### src/rac_pkg.sv
// Package for the alarm and interrupt control block: register map, fields, reset values.
// Assumes a byte-wide register port addressed by the device's own register pointer.
package rac_pkg;
	localparam logic [3:0] ADDR_A1_SEC = 4'h7;
	localparam logic [3:0] ADDR_A1_MIN = 4'h8;
	localparam logic [3:0] ADDR_A1_HOUR = 4'h9;
	localparam logic [3:0] ADDR_A1_DAY = 4'hA;
	localparam logic [3:0] ADDR_A2_MIN = 4'hB;
	localparam logic [3:0] ADDR_A2_HOUR = 4'hC;
	localparam logic [3:0] ADDR_A2_DAY = 4'hD;
	localparam logic [3:0] ADDR_RTC_CONTROL = 4'hE;
	localparam logic [3:0] ADDR_RTC_FLAGS = 4'hF;
	localparam int BIT_MASK = 7;
	localparam int BIT_DAYSEL = 6;
	localparam int BIT_OSC_DIS_N = 7;
	localparam int BIT_RATE_HI = 4;
	localparam int BIT_RATE_LO = 3;
	localparam int BIT_ROUTING = 2;
	localparam int BIT_A2_IE = 1;
	localparam int BIT_A1_IE = 0;
	localparam int BIT_OSF = 7;
	localparam int BIT_A2_FLAG = 1;
	localparam int BIT_A1_FLAG = 0;
	localparam logic [7:0] CONTROL_WMASK = 8'h9F;
	localparam logic [7:0] CONTROL_RESET = 8'h18;
	localparam logic [7:0] FLAGS_RESET = 8'h80;
	localparam logic [7:0] ALARM_RESET = 8'h00;
	localparam logic [5:0] DAYDATE_FIELD = 6'h3F;
	localparam logic [6:0] SEC_FIELD = 7'h7F;
	// Square-wave reference: tick rate is 32.768 kHz; divide exponents below
	localparam int SQW_DIV_1HZ = 15;
	localparam int SQW_DIV_4K = 3;
	localparam int SQW_DIV_8K = 2;
	localparam int SQW_DIV_32K = 0;
endpackage : rac_pkg

### src/rac_alarm_match.sv
// One alarm comparator, parameterised for the seconds-less second alarm.
// Assumes BCD time inputs stable while sec_tick is high.
`timescale 1ns/1ps
module rac_alarm_match
	import rac_pkg::*;
#(
	parameter bit HAS_SEC = 1'b1
) (
	input wire logic [6:0] now_sec,
	input wire logic [6:0] now_min,
	input wire logic [6:0] now_hour,
	input wire logic [2:0] now_day,
	input wire logic [5:0] now_date,
	input wire logic [7:0] al_sec,
	input wire logic [7:0] al_min,
	input wire logic [7:0] al_hour,
	input wire logic [7:0] al_day,
	output logic hit
);
	logic sec_ok;
	logic min_ok;
	logic hour_ok;
	logic day_ok;
	logic [5:0] day_val;
	always_comb begin
		// BCD fields compared bitwise, no conversion needed
		day_val = al_day[BIT_DAYSEL] ? {3'b000, now_day} : now_date;
		if (HAS_SEC) begin
			sec_ok = al_sec[BIT_MASK] || (al_sec[6:0] == now_sec);
		end else begin
			sec_ok = (now_sec == 7'h00); // Fixed 00 seconds
		end
		min_ok = al_min[BIT_MASK] || (al_min[6:0] == now_min);
		hour_ok = al_hour[BIT_MASK] || (al_hour[6:0] == now_hour);
		day_ok = al_day[BIT_MASK] || ((al_day[5:0] & DAYDATE_FIELD) == day_val);
		hit = sec_ok && min_ok && hour_ok && day_ok;
	end
endmodule : rac_alarm_match

### src/rac_alarm_ctrl.sv
// Alarm compare, flags, interrupt routing and square-wave output of a serial RTC.
// Assumes the serial engine gives a byte register port and the calendar a 1 s update strobe.
`timescale 1ns/1ps
module rac_alarm_ctrl
	import rac_pkg::*;
(
	input wire logic clk,
	input wire logic rst,
	input wire logic reg_wr,
	input wire logic reg_rd,
	input wire logic [3:0] reg_addr,
	input wire logic [7:0] reg_wdata,
	output logic [7:0] reg_rdata,
	input wire logic sec_tick,
	input wire logic tick_32k,
	input wire logic osc_fail,
	input wire logic [6:0] now_sec,
	input wire logic [6:0] now_min,
	input wire logic [6:0] now_hour,
	input wire logic [2:0] now_day,
	input wire logic [5:0] now_date,
	output logic osc_run,
	output logic irq_out_primary_n,
	output logic squarewave_or_irq_out_n
);
	logic [7:0] a1_sec;
	logic [7:0] a1_min;
	logic [7:0] a1_hour;
	logic [7:0] a1_day;
	logic [7:0] a2_min;
	logic [7:0] a2_hour;
	logic [7:0] a2_day;
	logic oscillator_disable_n;
	logic rate_select_high;
	logic rate_select_low;
	logic interrupt_routing_select;
	logic alarm_two_irq_enable;
	logic alarm_one_irq_enable;
	logic osc_stopped_flag;
	logic alarm_one_flag;
	logic alarm_two_flag;
	logic a1_hit;
	logic a2_hit;
	logic [14:0] sqw_div;
	logic sqw_level;
	logic next_primary_n;
	logic next_second_n;
	logic wr_ctl;
	logic wr_flg;

	assign wr_ctl = reg_wr && (reg_addr == ADDR_RTC_CONTROL);
	assign wr_flg = reg_wr && (reg_addr == ADDR_RTC_FLAGS);

	rac_alarm_match #(.HAS_SEC(1'b1)) u_match_one (
		.now_sec(now_sec),
		.now_min(now_min),
		.now_hour(now_hour),
		.now_day(now_day),
		.now_date(now_date),
		.al_sec(a1_sec),
		.al_min(a1_min),
		.al_hour(a1_hour),
		.al_day(a1_day),
		.hit(a1_hit)
	);

	rac_alarm_match #(.HAS_SEC(1'b0)) u_match_two (
		.now_sec(now_sec),
		.now_min(now_min),
		.now_hour(now_hour),
		.now_day(now_day),
		.now_date(now_date),
		.al_sec(ALARM_RESET),
		.al_min(a2_min),
		.al_hour(a2_hour),
		.al_day(a2_day),
		.hit(a2_hit)
	);

	// Alarm compare registers
	always_ff @(posedge clk) begin
		if (rst) begin
			a1_sec <= ALARM_RESET;
			a1_min <= ALARM_RESET;
			a1_hour <= ALARM_RESET;
			a1_day <= ALARM_RESET;
			a2_min <= ALARM_RESET;
			a2_hour <= ALARM_RESET;
			a2_day <= ALARM_RESET;
		end else if (reg_wr) begin
			unique case (reg_addr)
				ADDR_A1_SEC: a1_sec <= reg_wdata;
				ADDR_A1_MIN: a1_min <= reg_wdata;
				ADDR_A1_HOUR: a1_hour <= reg_wdata;
				ADDR_A1_DAY: a1_day <= reg_wdata;
				ADDR_A2_MIN: a2_min <= reg_wdata;
				ADDR_A2_HOUR: a2_hour <= reg_wdata;
				ADDR_A2_DAY: a2_day <= reg_wdata;
				default: ;
			endcase
		end
	end

	// Control register
	always_ff @(posedge clk) begin
		if (rst) begin
			oscillator_disable_n <= CONTROL_RESET[BIT_OSC_DIS_N];
			rate_select_high <= CONTROL_RESET[BIT_RATE_HI];
			rate_select_low <= CONTROL_RESET[BIT_RATE_LO];
			interrupt_routing_select <= CONTROL_RESET[BIT_ROUTING];
			alarm_two_irq_enable <= CONTROL_RESET[BIT_A2_IE];
			alarm_one_irq_enable <= CONTROL_RESET[BIT_A1_IE];
		end else if (wr_ctl) begin
			oscillator_disable_n <= reg_wdata[BIT_OSC_DIS_N];
			rate_select_high <= reg_wdata[BIT_RATE_HI];
			rate_select_low <= reg_wdata[BIT_RATE_LO];
			interrupt_routing_select <= reg_wdata[BIT_ROUTING];
			alarm_two_irq_enable <= reg_wdata[BIT_A2_IE];
			alarm_one_irq_enable <= reg_wdata[BIT_A1_IE];
		end
	end

	// Oscillator run output follows the active-low enable
	always_ff @(posedge clk) begin
		if (rst) begin
			osc_run <= 1'b1;
		end else begin
			osc_run <= ~oscillator_disable_n;
		end
	end

	// Sticky flags; a set in the clearing cycle wins so no event is lost
	always_ff @(posedge clk) begin
		if (rst) begin
			osc_stopped_flag <= FLAGS_RESET[BIT_OSF];
		end else if (oscillator_disable_n || osc_fail) begin
			osc_stopped_flag <= 1'b1;
		end else if (wr_flg && !reg_wdata[BIT_OSF]) begin
			osc_stopped_flag <= 1'b0;
		end
	end

	always_ff @(posedge clk) begin
		if (rst) begin
			alarm_one_flag <= FLAGS_RESET[BIT_A1_FLAG];
		end else if (sec_tick && a1_hit) begin
			alarm_one_flag <= 1'b1;
		end else if (wr_flg && !reg_wdata[BIT_A1_FLAG]) begin
			alarm_one_flag <= 1'b0;
		end
	end

	always_ff @(posedge clk) begin
		if (rst) begin
			alarm_two_flag <= FLAGS_RESET[BIT_A2_FLAG];
		end else if (sec_tick && a2_hit) begin
			alarm_two_flag <= 1'b1;
		end else if (wr_flg && !reg_wdata[BIT_A2_FLAG]) begin
			alarm_two_flag <= 1'b0;
		end
	end

	// Square-wave divider off the 32.768 kHz tick; stalls with the oscillator
	always_ff @(posedge clk) begin
		if (rst) begin
			sqw_div <= 15'h0000;
		end else if (tick_32k && !oscillator_disable_n) begin
			sqw_div <= sqw_div + 15'h0001;
		end
	end

	always_comb begin
		unique case ({rate_select_high, rate_select_low})
			2'b00: sqw_level = sqw_div[SQW_DIV_1HZ - 1];
			2'b01: sqw_level = sqw_div[SQW_DIV_4K - 1];
			2'b10: sqw_level = sqw_div[SQW_DIV_8K - 1];
			2'b11: sqw_level = tick_32k;
		endcase
	end

	always_comb begin
		next_primary_n = ~((alarm_one_flag && alarm_one_irq_enable) ||
			(alarm_two_flag && alarm_two_irq_enable && !interrupt_routing_select));
		if (interrupt_routing_select) begin
			next_second_n = ~(alarm_two_flag && alarm_two_irq_enable);
		end else begin
			next_second_n = sqw_level;
		end
	end

	// Registered pins; one cycle behind the flags
	always_ff @(posedge clk) begin
		if (rst) begin
			irq_out_primary_n <= 1'b1;
			squarewave_or_irq_out_n <= 1'b1;
		end else begin
			irq_out_primary_n <= next_primary_n;
			squarewave_or_irq_out_n <= next_second_n;
		end
	end

	// Read port, one-cycle latency; unused bits read 0
	always_ff @(posedge clk) begin
		if (rst) begin
			reg_rdata <= 8'h00;
		end else if (reg_rd) begin
			unique case (reg_addr)
				ADDR_A1_SEC: reg_rdata <= a1_sec;
				ADDR_A1_MIN: reg_rdata <= a1_min;
				ADDR_A1_HOUR: reg_rdata <= a1_hour;
				ADDR_A1_DAY: reg_rdata <= a1_day;
				ADDR_A2_MIN: reg_rdata <= a2_min;
				ADDR_A2_HOUR: reg_rdata <= a2_hour;
				ADDR_A2_DAY: reg_rdata <= a2_day;
				ADDR_RTC_CONTROL: reg_rdata <= {oscillator_disable_n, 2'b00, rate_select_high,
					rate_select_low, interrupt_routing_select, alarm_two_irq_enable,
					alarm_one_irq_enable};
				ADDR_RTC_FLAGS: reg_rdata <= {osc_stopped_flag, 5'b00000, alarm_two_flag,
					alarm_one_flag};
				default: reg_rdata <= 8'h00;
			endcase
		end
	end
endmodule : rac_alarm_ctrl

### config.mk
export PLATFORM = sky130hd
export DESIGN_NAME = rac_alarm_ctrl
export DESIGN_NICKNAME = d
export VERILOG_FILES = /design/src/rac_pkg.sv /design/src/rac_alarm_match.sv /design/src/rac_alarm_ctrl.sv
export SDC_FILE = /design/constraint.sdc
export NUM_CORES = 1
export LEC_CHECK = 0
export ABC_AREA = 1
export ABC_CLOCK_PERIOD_IN_PS = 2450
export BUFFER_PORTS_ARGS = -buffer_cell sky130_fd_sc_hd__clkbuf_2
export CELL_PAD_IN_SITES_DETAIL_PLACEMENT = 1
export CELL_PAD_IN_SITES_GLOBAL_PLACEMENT = 2
export CORE_MARGIN = 2
export CORE_UTILIZATION = 34
export CTS_BUF_LIST = sky130_fd_sc_hd__clkbuf_16
export CTS_CLUSTER_DIAMETER = 50
export DETAILED_ROUTE_END_ITERATION = 6
export GPL_ROUTABILITY_DRIVEN = 1
export PLACE_DENSITY = 0.84
export RECOVER_POWER = 50
export SLEW_MARGIN = 10
export SYNTH_ARGS = -nofsm -noshare
export SYNTH_HDL_FRONTEND = slang
export SYNTH_SLANG_ARGS = --single-unit
export TNS_END_PERCENT = 10
### constraint.sdc
create_clock -name clk -period 2.45 [get_ports clk]
set_clock_uncertainty 0.05 [all_clocks]
set_input_delay 0.245 -clock clk [delete_from_list [all_inputs] [get_ports clk]]
set_output_delay 0.245 -clock clk [all_outputs]
set_load 0.02 [all_outputs]
==> results.yml, run 1 <==
grt:
  antenna_found_initial: 0
  grt_pass1_wl_mm: 25.8
  track_usage: 0.231
  overflow: 0
  grt_max_degree: 66
  grt_pass1_vias: 4844
worst_setup_path:
  startpoint: "sqw_div[0]"
  crit_type: "reg -> reg"
  worstPathArrival_ns: 1.87
  crit_family: "simple AND/OR/NAND/NOR gates"
  max_stage_delay_ns: 0.38
  path_cells: "ha_1 -> nand3_1 -> nor3_1 -> nand2_1 -> nor2_2 -> nand2_1 -> o21ai_1 -> a21oi_1"
  cp.depth: 8
  end_kind: "register"
  cp_slowest_cell: "dfxtp_1"
  reg2reg_depth: 8
  r2r_setup_slack_ns: 0.76
  path_max_fanout: 4
  crit_end: "sqw_div[10]"
  path_common_cell: "nand2_1"
  required_ns: 2.63
  timing.critical_path.buf_inv: 0
  rr_startpoint: "sqw_div[0]"
  reg2reg_to: "sqw_div[10]"
  cp-start-kind: "register"
detailed_routing:
  dr.pass1.iters: 4
  drtIter0Drc: 259
  vias: 4764
  wl_per_cell_um: 17.2
  drc: 0
  vias_per_cell: 5.03
  route.final.wire_length_mm: 16.3
  ant_nets: 0
power_and_ir_drop:
  power_frac_comb: 0.103
  p_int_mw: 2.40
  ir_drop_mv: 0.320
  p_switching_mw: 0.848
  clock_power_share: 0.427
  p_per_area_nw_per_um2: 601
  power_leakage_nw: 2.20
  seq_power_share: 0.471
  switching_share: 0.261
synthesis:
  ys.warnings.count: 0
  synth-main-ff-cell: "dfxtp_1"
  synth_cell_types: 31
  yosysTopAreaCellShare: 0.387
  async_flop_share: 0
  ys_seq_area_frac: 0.387
  synth-seq-cells: 91
  syn_inst: 714
  synth_edf_count: 0
  yosysTopAreaCell: "dfxtp_1"
  netlist_area_um2: 4700
  ys_top_cells_by_area: "dfxtp_1 (39%), nand2_1 (14%), a21oi_1 (9.2%)"
  avgSynthCellArea_um2: 6.59
  syn_nets: 764
sta:
  rsz0062_at_grt: "no"
  hold_violations: 0
  post-route-period-util: 0.688
  finalCriticalPeriod_ns: 1.69
  setup_ws_ns: 0.764
  max_clock_freq_ghz: 0.593
  setup_viol: 0
  max_slew_margin: 0.173
  worstMarginPinSlew_ns: 1.24
  drv_slew: 0
  timing.setup.tns_ns: 0
clocking:
  htree_levels: 3
  insertion_delay_ns: 0.35
  clockBufferDepth: 2
  cts_buffers: 9
  cts_hold_buf: 0
  tritoncts: "done"
  cts_root_buf: "clkbuf_16"
  postCtsSetupRepairBufs: 0
  cts_sinks: 91
  cts_resized: 0
  path_clk_slew_ns: 0.07
final_layout:
  syn2layout_area_growth_pct: 14.8
  fin_area_um2: 5400
  multiInputGateArea_um2: 2380
  final-seq-area_um2: 1820
  final_layout_size_suffix_gt1_frac: 0.106
  fin_nets: 816
  n_fill_cell: 1814
  final_cell_mix: "nand2_1 (178), inv_1 (97), dfxtp_1 (91), a21oi_1 (86), o21ai_0 (60)"
  layout_commonest_cell: "nand2_1"
  diodes: 0
place:
  place_area_um2: 5150
  place_ws_ns: 0.728
  dp_hpwl_mm: 12.2
  place.gp.congestion: 0.916
  io_buffers: 59
status:
  status: "finished, final reports clean"
floorplan:
  die_y_um: 122
  dieArea_um2: 14800
  dieWidth_um: 122
  coreArea_um2: 13400
  start_util: 0.351
  pin_count: 60
  rows: 42
min_path:
  hp-class: "in -> reg"
job:
  cap_violations: 0
[final cells by class]
type / count / share of cell area
flip-flops and latches: 91 / 0.337
clock buffers: 9 / 0.0417
well taps: 176 / 0.0408
repair buffers: 61 / 0.0540
multi-input cells: 496 / 0.440
inverters: 107 / 0.0744
clock inverters: 7 / 0.0114
[power groups by stage]
stage	Clock [mW]	Combinational, mW	Sequential [mW]
6_report	1.38	0.333	1.53
5_1_grt	1.47	0.374	1.53
4_1_cts	1.41	0.339	1.53
3_5_place_dp	0	0.336	1.56
3_3_place_gp	0	0.325	1.56
2_1_floorplan	0	0.192	1.56
[how the worst min path moves through the flow]
stage                                    start                to  slack (ns)  depth (start not counted)
final                                 osc_fail  osc_stopped_flag        0.06                          3
after CTS                             osc_fail  osc_stopped_flag        0.05                          3
after detailed placement  oscillator_disable_n           osc_run        0.36                          1
after global placement    oscillator_disable_n           osc_run        0.37                          1
after global routing                  osc_fail  osc_stopped_flag        0.07                          3
after floorplan                       osc_fail  osc_stopped_flag        0.30                          2
[routing by layer]
| metal | global-route usage | vias up | routed length (um) |
|---|---|---|---|
| li1 | - | 2391 | - |
| met1 | 0.293 | 2262 | 7330 |
| met2 | 0.401 | 91 | 7980 |
| met3 | 0.0309 | 20 | 652 |
| met4 | 0.0848 | 0 | 293 |
| met5 | 0 | - | 0 |
[per-stage QoR]
stage	std cells	total power [mW]	util	hold slack, ns
after global placement	931	1.88	0.384	0.370
after CTS	947	3.27	0.405	0.0451
after global routing	947	3.38	0.403	0.0674
after detailed placement	931	1.90	0.384	0.362
final	947	3.24	0.403	0.0555
after floorplan	714	1.75	-	0.298
[kinds of logic after synthesis]
kind of cell	synth area share
compound gates	0.194
fa+ha+maj	0.00266
flops	0.387
xor+xnor	0.0466
buf+inv	0.104
simple gates	0.266
[flip-flops by register name, summed over array words and instances (netlist names), 8 cells and up]
register and count:
a1_hour 8, a1_min 8, a1_day 8, sqw_div 15, reg_rdata 8, a2_min 8, a1_sec 8, a2_day 8
a2_hour 8
[cell usage after synthesis, types with 2 or more instances]
cell,count
nand2_1,174
inv_1,93
dfxtp_1,91
a21oi_1,86
nor2_1,57
o21ai_0,48
nand3_1,29
o21ai_1,22
xnor2_1,15
inv_2,14
o22ai_1,13
clkbuf_1,11
nor3_1,10
xor2_1,10
buf_2,9
nand2_2,7
nand4_1,5
nor4_1,3
nand3b_1,2
nor2_2,2
nor2_4,2
o21a_1,2
[worst reg2reg max path, cell delays in order (launching register included)]
cell and delay (ns):
dfxtp_1 0.38, ha_1 0.19, nand3_1 0.10, nor3_1 0.25
nand2_1 0.14, nor2_2 0.19, nand2_1 0.10, o21ai_1 0.12
a21oi_1 0.06
Note: power is estimated with default switching activity, not from simulation.
==> inputs of run 2 (changes only) <==
--- a/config.mk
+++ b/config.mk
@@ -5,18 +5,18 @@
 export SDC_FILE = /design/constraint.sdc
 export NUM_CORES = 1
 export LEC_CHECK = 0
-export ABC_AREA = 1
-export ABC_CLOCK_PERIOD_IN_PS = 2450
+export ABC_AREA = 0
+export ABC_CLOCK_PERIOD_IN_PS = 1500
 export BUFFER_PORTS_ARGS = -buffer_cell sky130_fd_sc_hd__clkbuf_2
 export CELL_PAD_IN_SITES_DETAIL_PLACEMENT = 1
 export CELL_PAD_IN_SITES_GLOBAL_PLACEMENT = 2
 export CORE_MARGIN = 2
-export CORE_UTILIZATION = 34
+export CORE_UTILIZATION = 33
 export CTS_BUF_LIST = sky130_fd_sc_hd__clkbuf_16
 export CTS_CLUSTER_DIAMETER = 50
 export DETAILED_ROUTE_END_ITERATION = 6
 export GPL_ROUTABILITY_DRIVEN = 1
-export PLACE_DENSITY = 0.84
+export PLACE_DENSITY = 0.75
 export RECOVER_POWER = 50
 export SLEW_MARGIN = 10
 export SYNTH_ARGS = -nofsm -noshare
==> constraint.sdc (replaced) <==
create_clock -name clk -period 1.5 [get_ports clk]
set_clock_uncertainty 0.05 [all_clocks]
set_input_delay 0.15 -clock clk [delete_from_list [all_inputs] [get_ports clk]]
set_output_delay 0.15 -clock clk [all_outputs]
set_load 0.02 [all_outputs]
==> results.yml, run 2 <==
synthesis:
  netlist_top_cells_count: "dfxtp_1 (91), nor2_1 (87), mux2i_1 (74), xor2_1 (35), xnor2_1 (26)"
  syn_nets: 560
  avgSynthCellArea_um2: 9.48
  ys_seq_area_frac: 0.377
  synth_edf_count: 0
  synth-main-ff-cell: "dfxtp_1"
  ys.warnings.count: 0
  netlist_area_um2: 4840
  yosysTopAreaCellShare: 0.377
  synth_cell_types: 60
  yosysMostFrequentCell: "dfxtp_1"
  syn_inst: 510
  yosysTopAreaCell: "dfxtp_1"
  ys_top_cells_by_area: "dfxtp_1 (38%), mux2i_1 (15%), nor2_1 (6.8%)"
  synth-seq-cells: 91
  async_flop_share: 0
detailed_routing:
  route.final.wire_length_mm: 16.5
  drc: 0
  dr.pass1.iters: 4
  ant_nets: 0
  vias: 4242
  drtIter0Drc: 174
  wl_per_cell_um: 20.2
  vias_per_cell: 5.18
floorplan:
  die_y_um: 125
  pin_count: 60
  start_util: 0.335
  dieWidth_um: 125
  dieArea_um2: 15600
  coreArea_um2: 14400
  rows: 44
sta:
  worstMarginPinSlew_ns: 0.420
  timing.setup.tns_ns: -0.167
  hold_violations: 0
  rsz0062_at_grt: "yes"
  drv_slew: 0
  max_clock_freq_ghz: 0.620
  hold_ws_ns: 0.0914
  post-route-period-util: 1.08
  finalCriticalPeriod_ns: 1.61
  setup_ws_ns: -0.113
  setup_viol: 3
  max_slew_margin: 0.719
final_layout:
  final_cell_mix: "nor2_1 (91), dfxtp_1 (76), mux2i_1 (74), buf_4 (70), clkbuf_2 (53)"
  final_layout_size_suffix_gt1_frac: 0.296
  largest_register_ff_count: 15
  layout_commonest_cell: "nor2_1"
  regMostFlops: "sqw_div"
  diodes: 0
  fin_nets: 680
  syn2layout_area_growth_pct: 27.3
worst_setup_path:
  reg2reg_depth: 5
  end_kind: "register"
  required_ns: 1.69
  worstPathArrival_ns: 1.80
  r2r_setup_slack_ns: -0.11
  reg2reg_to: "reg_rdata[0]"
  cp-start-kind: "register"
  rr_startpoint: "a2_day[0]"
  path_max_fanout: 4
  crit_type: "reg -> reg"
clocking:
  clockBufferDepth: 2
  tritoncts: "done"
  cts_root_buf: "clkbuf_16"
  insertion_delay_ns: 0.35
  cts_sinks: 91
  htree_levels: 3
  path_clk_slew_ns: 0.07
  cts_buffers: 9
place:
  place_ws_ns: -0.236
  place.gp.congestion: 0.907
  dp_hpwl_mm: 12.7
  io_buffers: 59
grt:
  antenna_found_initial: 0
  grt_pass1_wl_mm: 26.2
  grt_pass1_vias: 4631
  track_usage: 0.217
  overflow: 0
  grt_max_degree: 52
min_path:
  hold_path_end: "a1_sec[5]"
  hp-class: "in -> reg"
  min_from: "rst"
  hold_depth: 2
status:
  violations: "setup timing"
  status: "finished, violations left"
power_and_ir_drop:
  p_per_area_nw_per_um2: 873
  p_total_mw: 5.38
  ir_drop_mv: 0.468
  power_leakage_nw: 2.51
job:
  cap_violations: 0
run 2: metal layers:
| layer | vias up | global-route usage | share of wire |
|---|---|---|---|
| met4 | 0 | 0.0745 | 0.019 |
| li1 | 2032 | - | - |
| met5 | - | 0 | 0 |
| met2 | 84 | 0.366 | 0.48 |
| met1 | 2106 | 0.281 | 0.45 |
| met3 | 20 | 0.0368 | 0.042 |
run 2: kinds of logic (layout without fill, tap and decap cells):
| group | Yosys count | in the layout | share of synthesized area |
|---|---|---|---|
| DFF | 91 | 91 | 0.377 |
| and+or+nand+nor | 181 | 181 | 0.195 |
| adders and majority gates | 1 | 1 | 0.00259 |
| xor gates and xnor gates | 61 | 61 | 0.110 |
| AOI/OAI and AO/OA | 56 | 56 | 0.0869 |
| buffers and inverters | 37 | 162 | 0.0429 |
| muxes | 83 | 83 | 0.186 |
run 2: report_power, final:
group | internal [mW] | leakage, nW | switching [mW]
registers | 2.45 | 0.742 | 0.0320
logic | 0.267 | 1.63 | 0.349
clock network | 1.29 | 0.137 | 0.996
run 2: area by class of cell:
| cell class | count | area (um2) |
|---|---|---|
| Clock buffer | 9 | 225 |
| Clock inverter | 7 | 68.8 |
| Fill cell | 1687 | 8260 |
| Inverter | 6 | 22.5 |
| Multi-Input combinational cell | 382 | 2890 |
| Sequential cell | 91 | 1840 |
| Tap cell | 184 | 230 |
| Timing Repair Buffer | 140 | 886 |
run 2: worst max-delay path by stage:
stage | cells past startpoint | endpoint | slack, ns | from
CTS | 5 | reg_rdata[0] | -0.11 | a2_day[0]
global route | 4 | alarm_two_flag | -0.18 | a2_day[5]
finish | 5 | reg_rdata[0] | -0.11 | a2_day[0]
global placement | 7 | reg_rdata[3] | -0.19 | reg_addr[3]
floorplan | 6 | sqw_div[14] | 0.07 | sqw_div[0]
detailed placement | 7 | reg_rdata[3] | -0.24 | reg_addr[0]
run 2: worst max-delay path, cell delays in order, from the launching register on:
cell      delay, ns
dfxtp_2        0.35
buf_4          0.13
mux4_2         0.49
a32o_1         0.23
o21bai_1       0.16
a21oi_1        0.09
run 2: what timing repair did:
item	4_1_cts	5_1_grt
hold buffers	1	0
endpoints found under the hold margin	1	0
cloned	0	0
pin swaps	3	7
gates resized for setup	9	27
setup buffers	0	0
setup endpoints to repair	7	17
run 2: through the flow:
stage / cells / util / cell area [um2]
final: 819 / 0.427 / 6160
after global routing: 819 / 0.427 / 6160
after CTS: 819 / 0.429 / 6190
after detailed placement: 802 / 0.406 / 5850
after global placement: 802 / 0.406 / 5850
after floorplan: 510 / - / 4840
==> inputs of run 3 (changes only) <==
--- a/config.mk
+++ b/config.mk
@@ -11,12 +11,13 @@
 export CELL_PAD_IN_SITES_DETAIL_PLACEMENT = 1
 export CELL_PAD_IN_SITES_GLOBAL_PLACEMENT = 2
 export CORE_MARGIN = 2
-export CORE_UTILIZATION = 33
+export CORE_UTILIZATION = 29
 export CTS_BUF_LIST = sky130_fd_sc_hd__clkbuf_16
 export CTS_CLUSTER_DIAMETER = 50
 export DETAILED_ROUTE_END_ITERATION = 6
 export GPL_ROUTABILITY_DRIVEN = 1
-export PLACE_DENSITY = 0.75
+export MAX_ROUTING_LAYER = met4
+export PLACE_DENSITY = 0.67
 export RECOVER_POWER = 50
 export SLEW_MARGIN = 10
 export SYNTH_ARGS = -nofsm -noshare
==> constraint.sdc (replaced) <==
create_clock -name clk -period 1.5 [get_ports clk]
set_clock_uncertainty 0.05 [all_clocks]
set_input_delay 0.075 -clock clk [delete_from_list [all_inputs] [get_ports clk]]
set_output_delay 0.075 -clock clk [all_outputs]
set_load 0.02 [all_outputs]
==> results.yml, run 3 (synthesis gave the netlist of run 2 again) <==
detailed_routing:
  vias_per_cell: 4.92
  wl_per_cell_um: 19.5
  route.final.wire_length_mm: 16.7
  ant_nets: 0
  vias: 4210
  drc: 0
  drtIter0Drc: 201
  dr.pass1.iters: 4
clocking:
  tritoncts: "done"
  insertion_delay_ns: 0.35
  cts_buffers: 9
  path_clk_slew_ns: 0.07
  cts_sinks: 91
  clockBufferDepth: 2
  htree_levels: 3
  postCtsSetupRepairBufs: 0
  cts_root_buf: "clkbuf_16"
final_layout:
  final_layout_size_suffix_gt1_frac: 0.304
  regMostFlops: "sqw_div"
  fin_nets: 681
  largest_register_ff_count: 15
  syn2layout_area_growth_pct: 29.5
  layout_commonest_cell: "nor2_1"
  n_fill_cell: 1934
  final_cell_mix: "nor2_1 (87), dfxtp_1 (81), buf_4 (76), mux2i_1 (72), clkbuf_2 (54)"
  instances_no_fill: 855
grt:
  grt_max_degree: 35
  antenna_found_initial: 1
  grt_pass1_vias: 4435
  grt.busiest_layer: "met2"
  track_usage: 0.202
  grt_pass1_wl_mm: 26.2
  use_met2: 0.326
  grt_util_met1: 0.264
  overflow: 0
  grt_util_met3: 0.0316
sta:
  worstMarginPinSlew_ns: 0.483
  finalCriticalPeriod_ns: 1.61
  setup_ws_ns: -0.108
  timing.setup.tns_ns: -0.241
  post-route-period-util: 1.07
  rsz0062_at_grt: "yes"
  setup_viol: 3
  max_slew_margin: 0.674
  drv_slew: 0
  max_clock_freq_ghz: 0.622
  hold_violations: 0
floorplan:
  dieArea_um2: 17700
  rows: 47
  pin_count: 60
  dieWidth_um: 133
  start_util: 0.294
  coreArea_um2: 16500
  die_y_um: 133
power_and_ir_drop:
  p_int_mw: 3.81
  clock_power_share: 0.393
  seq_power_share: 0.483
  p_switching_mw: 1.32
  power_leakage_nw: 2.55
  p_per_area_nw_per_um2: 818
  ir_drop_mv: 0.628
  switching_share: 0.257
  power_frac_comb: 0.124
place:
  dp_hpwl_mm: 12.9
  dp_cells: 840
  place_ws_ns: -0.275
  io_buffers: 59
  place.gp.congestion: 0.871
worst_setup_path:
  path_max_fanout: 3
  cp-start-kind: "register"
  worstPathArrival_ns: 1.79
  required_ns: 1.68
  reg2reg_depth: 6
  end_kind: "register"
  crit_type: "reg -> reg"
job:
  cap_violations: 0
status:
  status: "finished, violations left"
  violations: "setup timing"
min_path:
  hold_depth: 2
  hp-class: "in -> reg"
[run 3: cell types whose count changed in the layout (fill, tap and decap cells not counted), moves of 3 or more]
cell        change
buf_12          +3
buf_4           +6
clkbuf_1        -9
clkinv_2        +3
nor2_4          +5
clkinvlp_4      -3
dfxtp_2         -7
dfxtp_1         +5
nor2_1          -4
[run 3: worst max-delay path, cell delays in order (launching register included)]
cell and delay (ns):
dfxtp_2 0.33, buf_4 0.13, mux2_4 0.28, a221oi_4 0.31
o21ba_1 0.19, o2bb2ai_1 0.06, nor2b_1 0.13
[run 3: worst paths after layout]
path                                     end  slack, ns    startpoint
worst min register to register  reg_rdata[0]       0.40  reg_rdata[0]
worst min-delay path               a1_min[7]       0.02           rst
worst max-delay path            reg_rdata[1]      -0.11     a1_day[1]
worst max register to register  reg_rdata[1]      -0.11     a1_day[1]
[run 3: per-stage QoR]
step	hold WS, ns	power (mW)	area (um2)	util
2_1_floorplan	0.128	2.85	4840	-
3_5_place_dp	0.237	3.15	5890	0.358
6_report	0.0200	5.13	6260	0.380
3_3_place_gp	0.235	3.14	5890	0.358
4_1_cts	0.0143	5.19	6220	0.378
5_1_grt	0.0331	5.35	6260	0.380
[run 3: repair_timing]
action,CTS,global route
resized for setup,18,15
hold endpoints to repair,1,0
setup endpoints to repair,9,18
hold buffers,1,0
pin swaps,6,9
[run 3: power by group through the flow]
stage | clock, mW | sequential (mW) | combinational, mW
floorplan | 0 | 2.53 | 0.326
global placement | 0 | 2.53 | 0.609
finish | 2.01 | 2.48 | 0.637
detailed placement | 0 | 2.53 | 0.620
CTS | 2.07 | 2.48 | 0.636
global route | 2.19 | 2.48 | 0.687
[run 3: area by class of cell]
cell class / instances / area [um2] / share of cell area
clock inverters: 5 / 22.5 / 0.00360
repair buffers: 141 / 956 / 0.153
inverters: 6 / 22.5 / 0.00360
clock buffers: 9 / 225 / 0.0360
well taps: 220 / 275 / 0.0439
diodes: 1 / 2.50 / 0.000400
multi-input cells: 382 / 2920 / 0.466
flip-flops and latches: 91 / 1840 / 0.294
[run 3: routing by layer]
layer,vias up,part of all wire
li1,2032,-
met1,2090,0.47
met2,75,0.48
met3,13,0.039
met4,0,0.015
met5,-,0
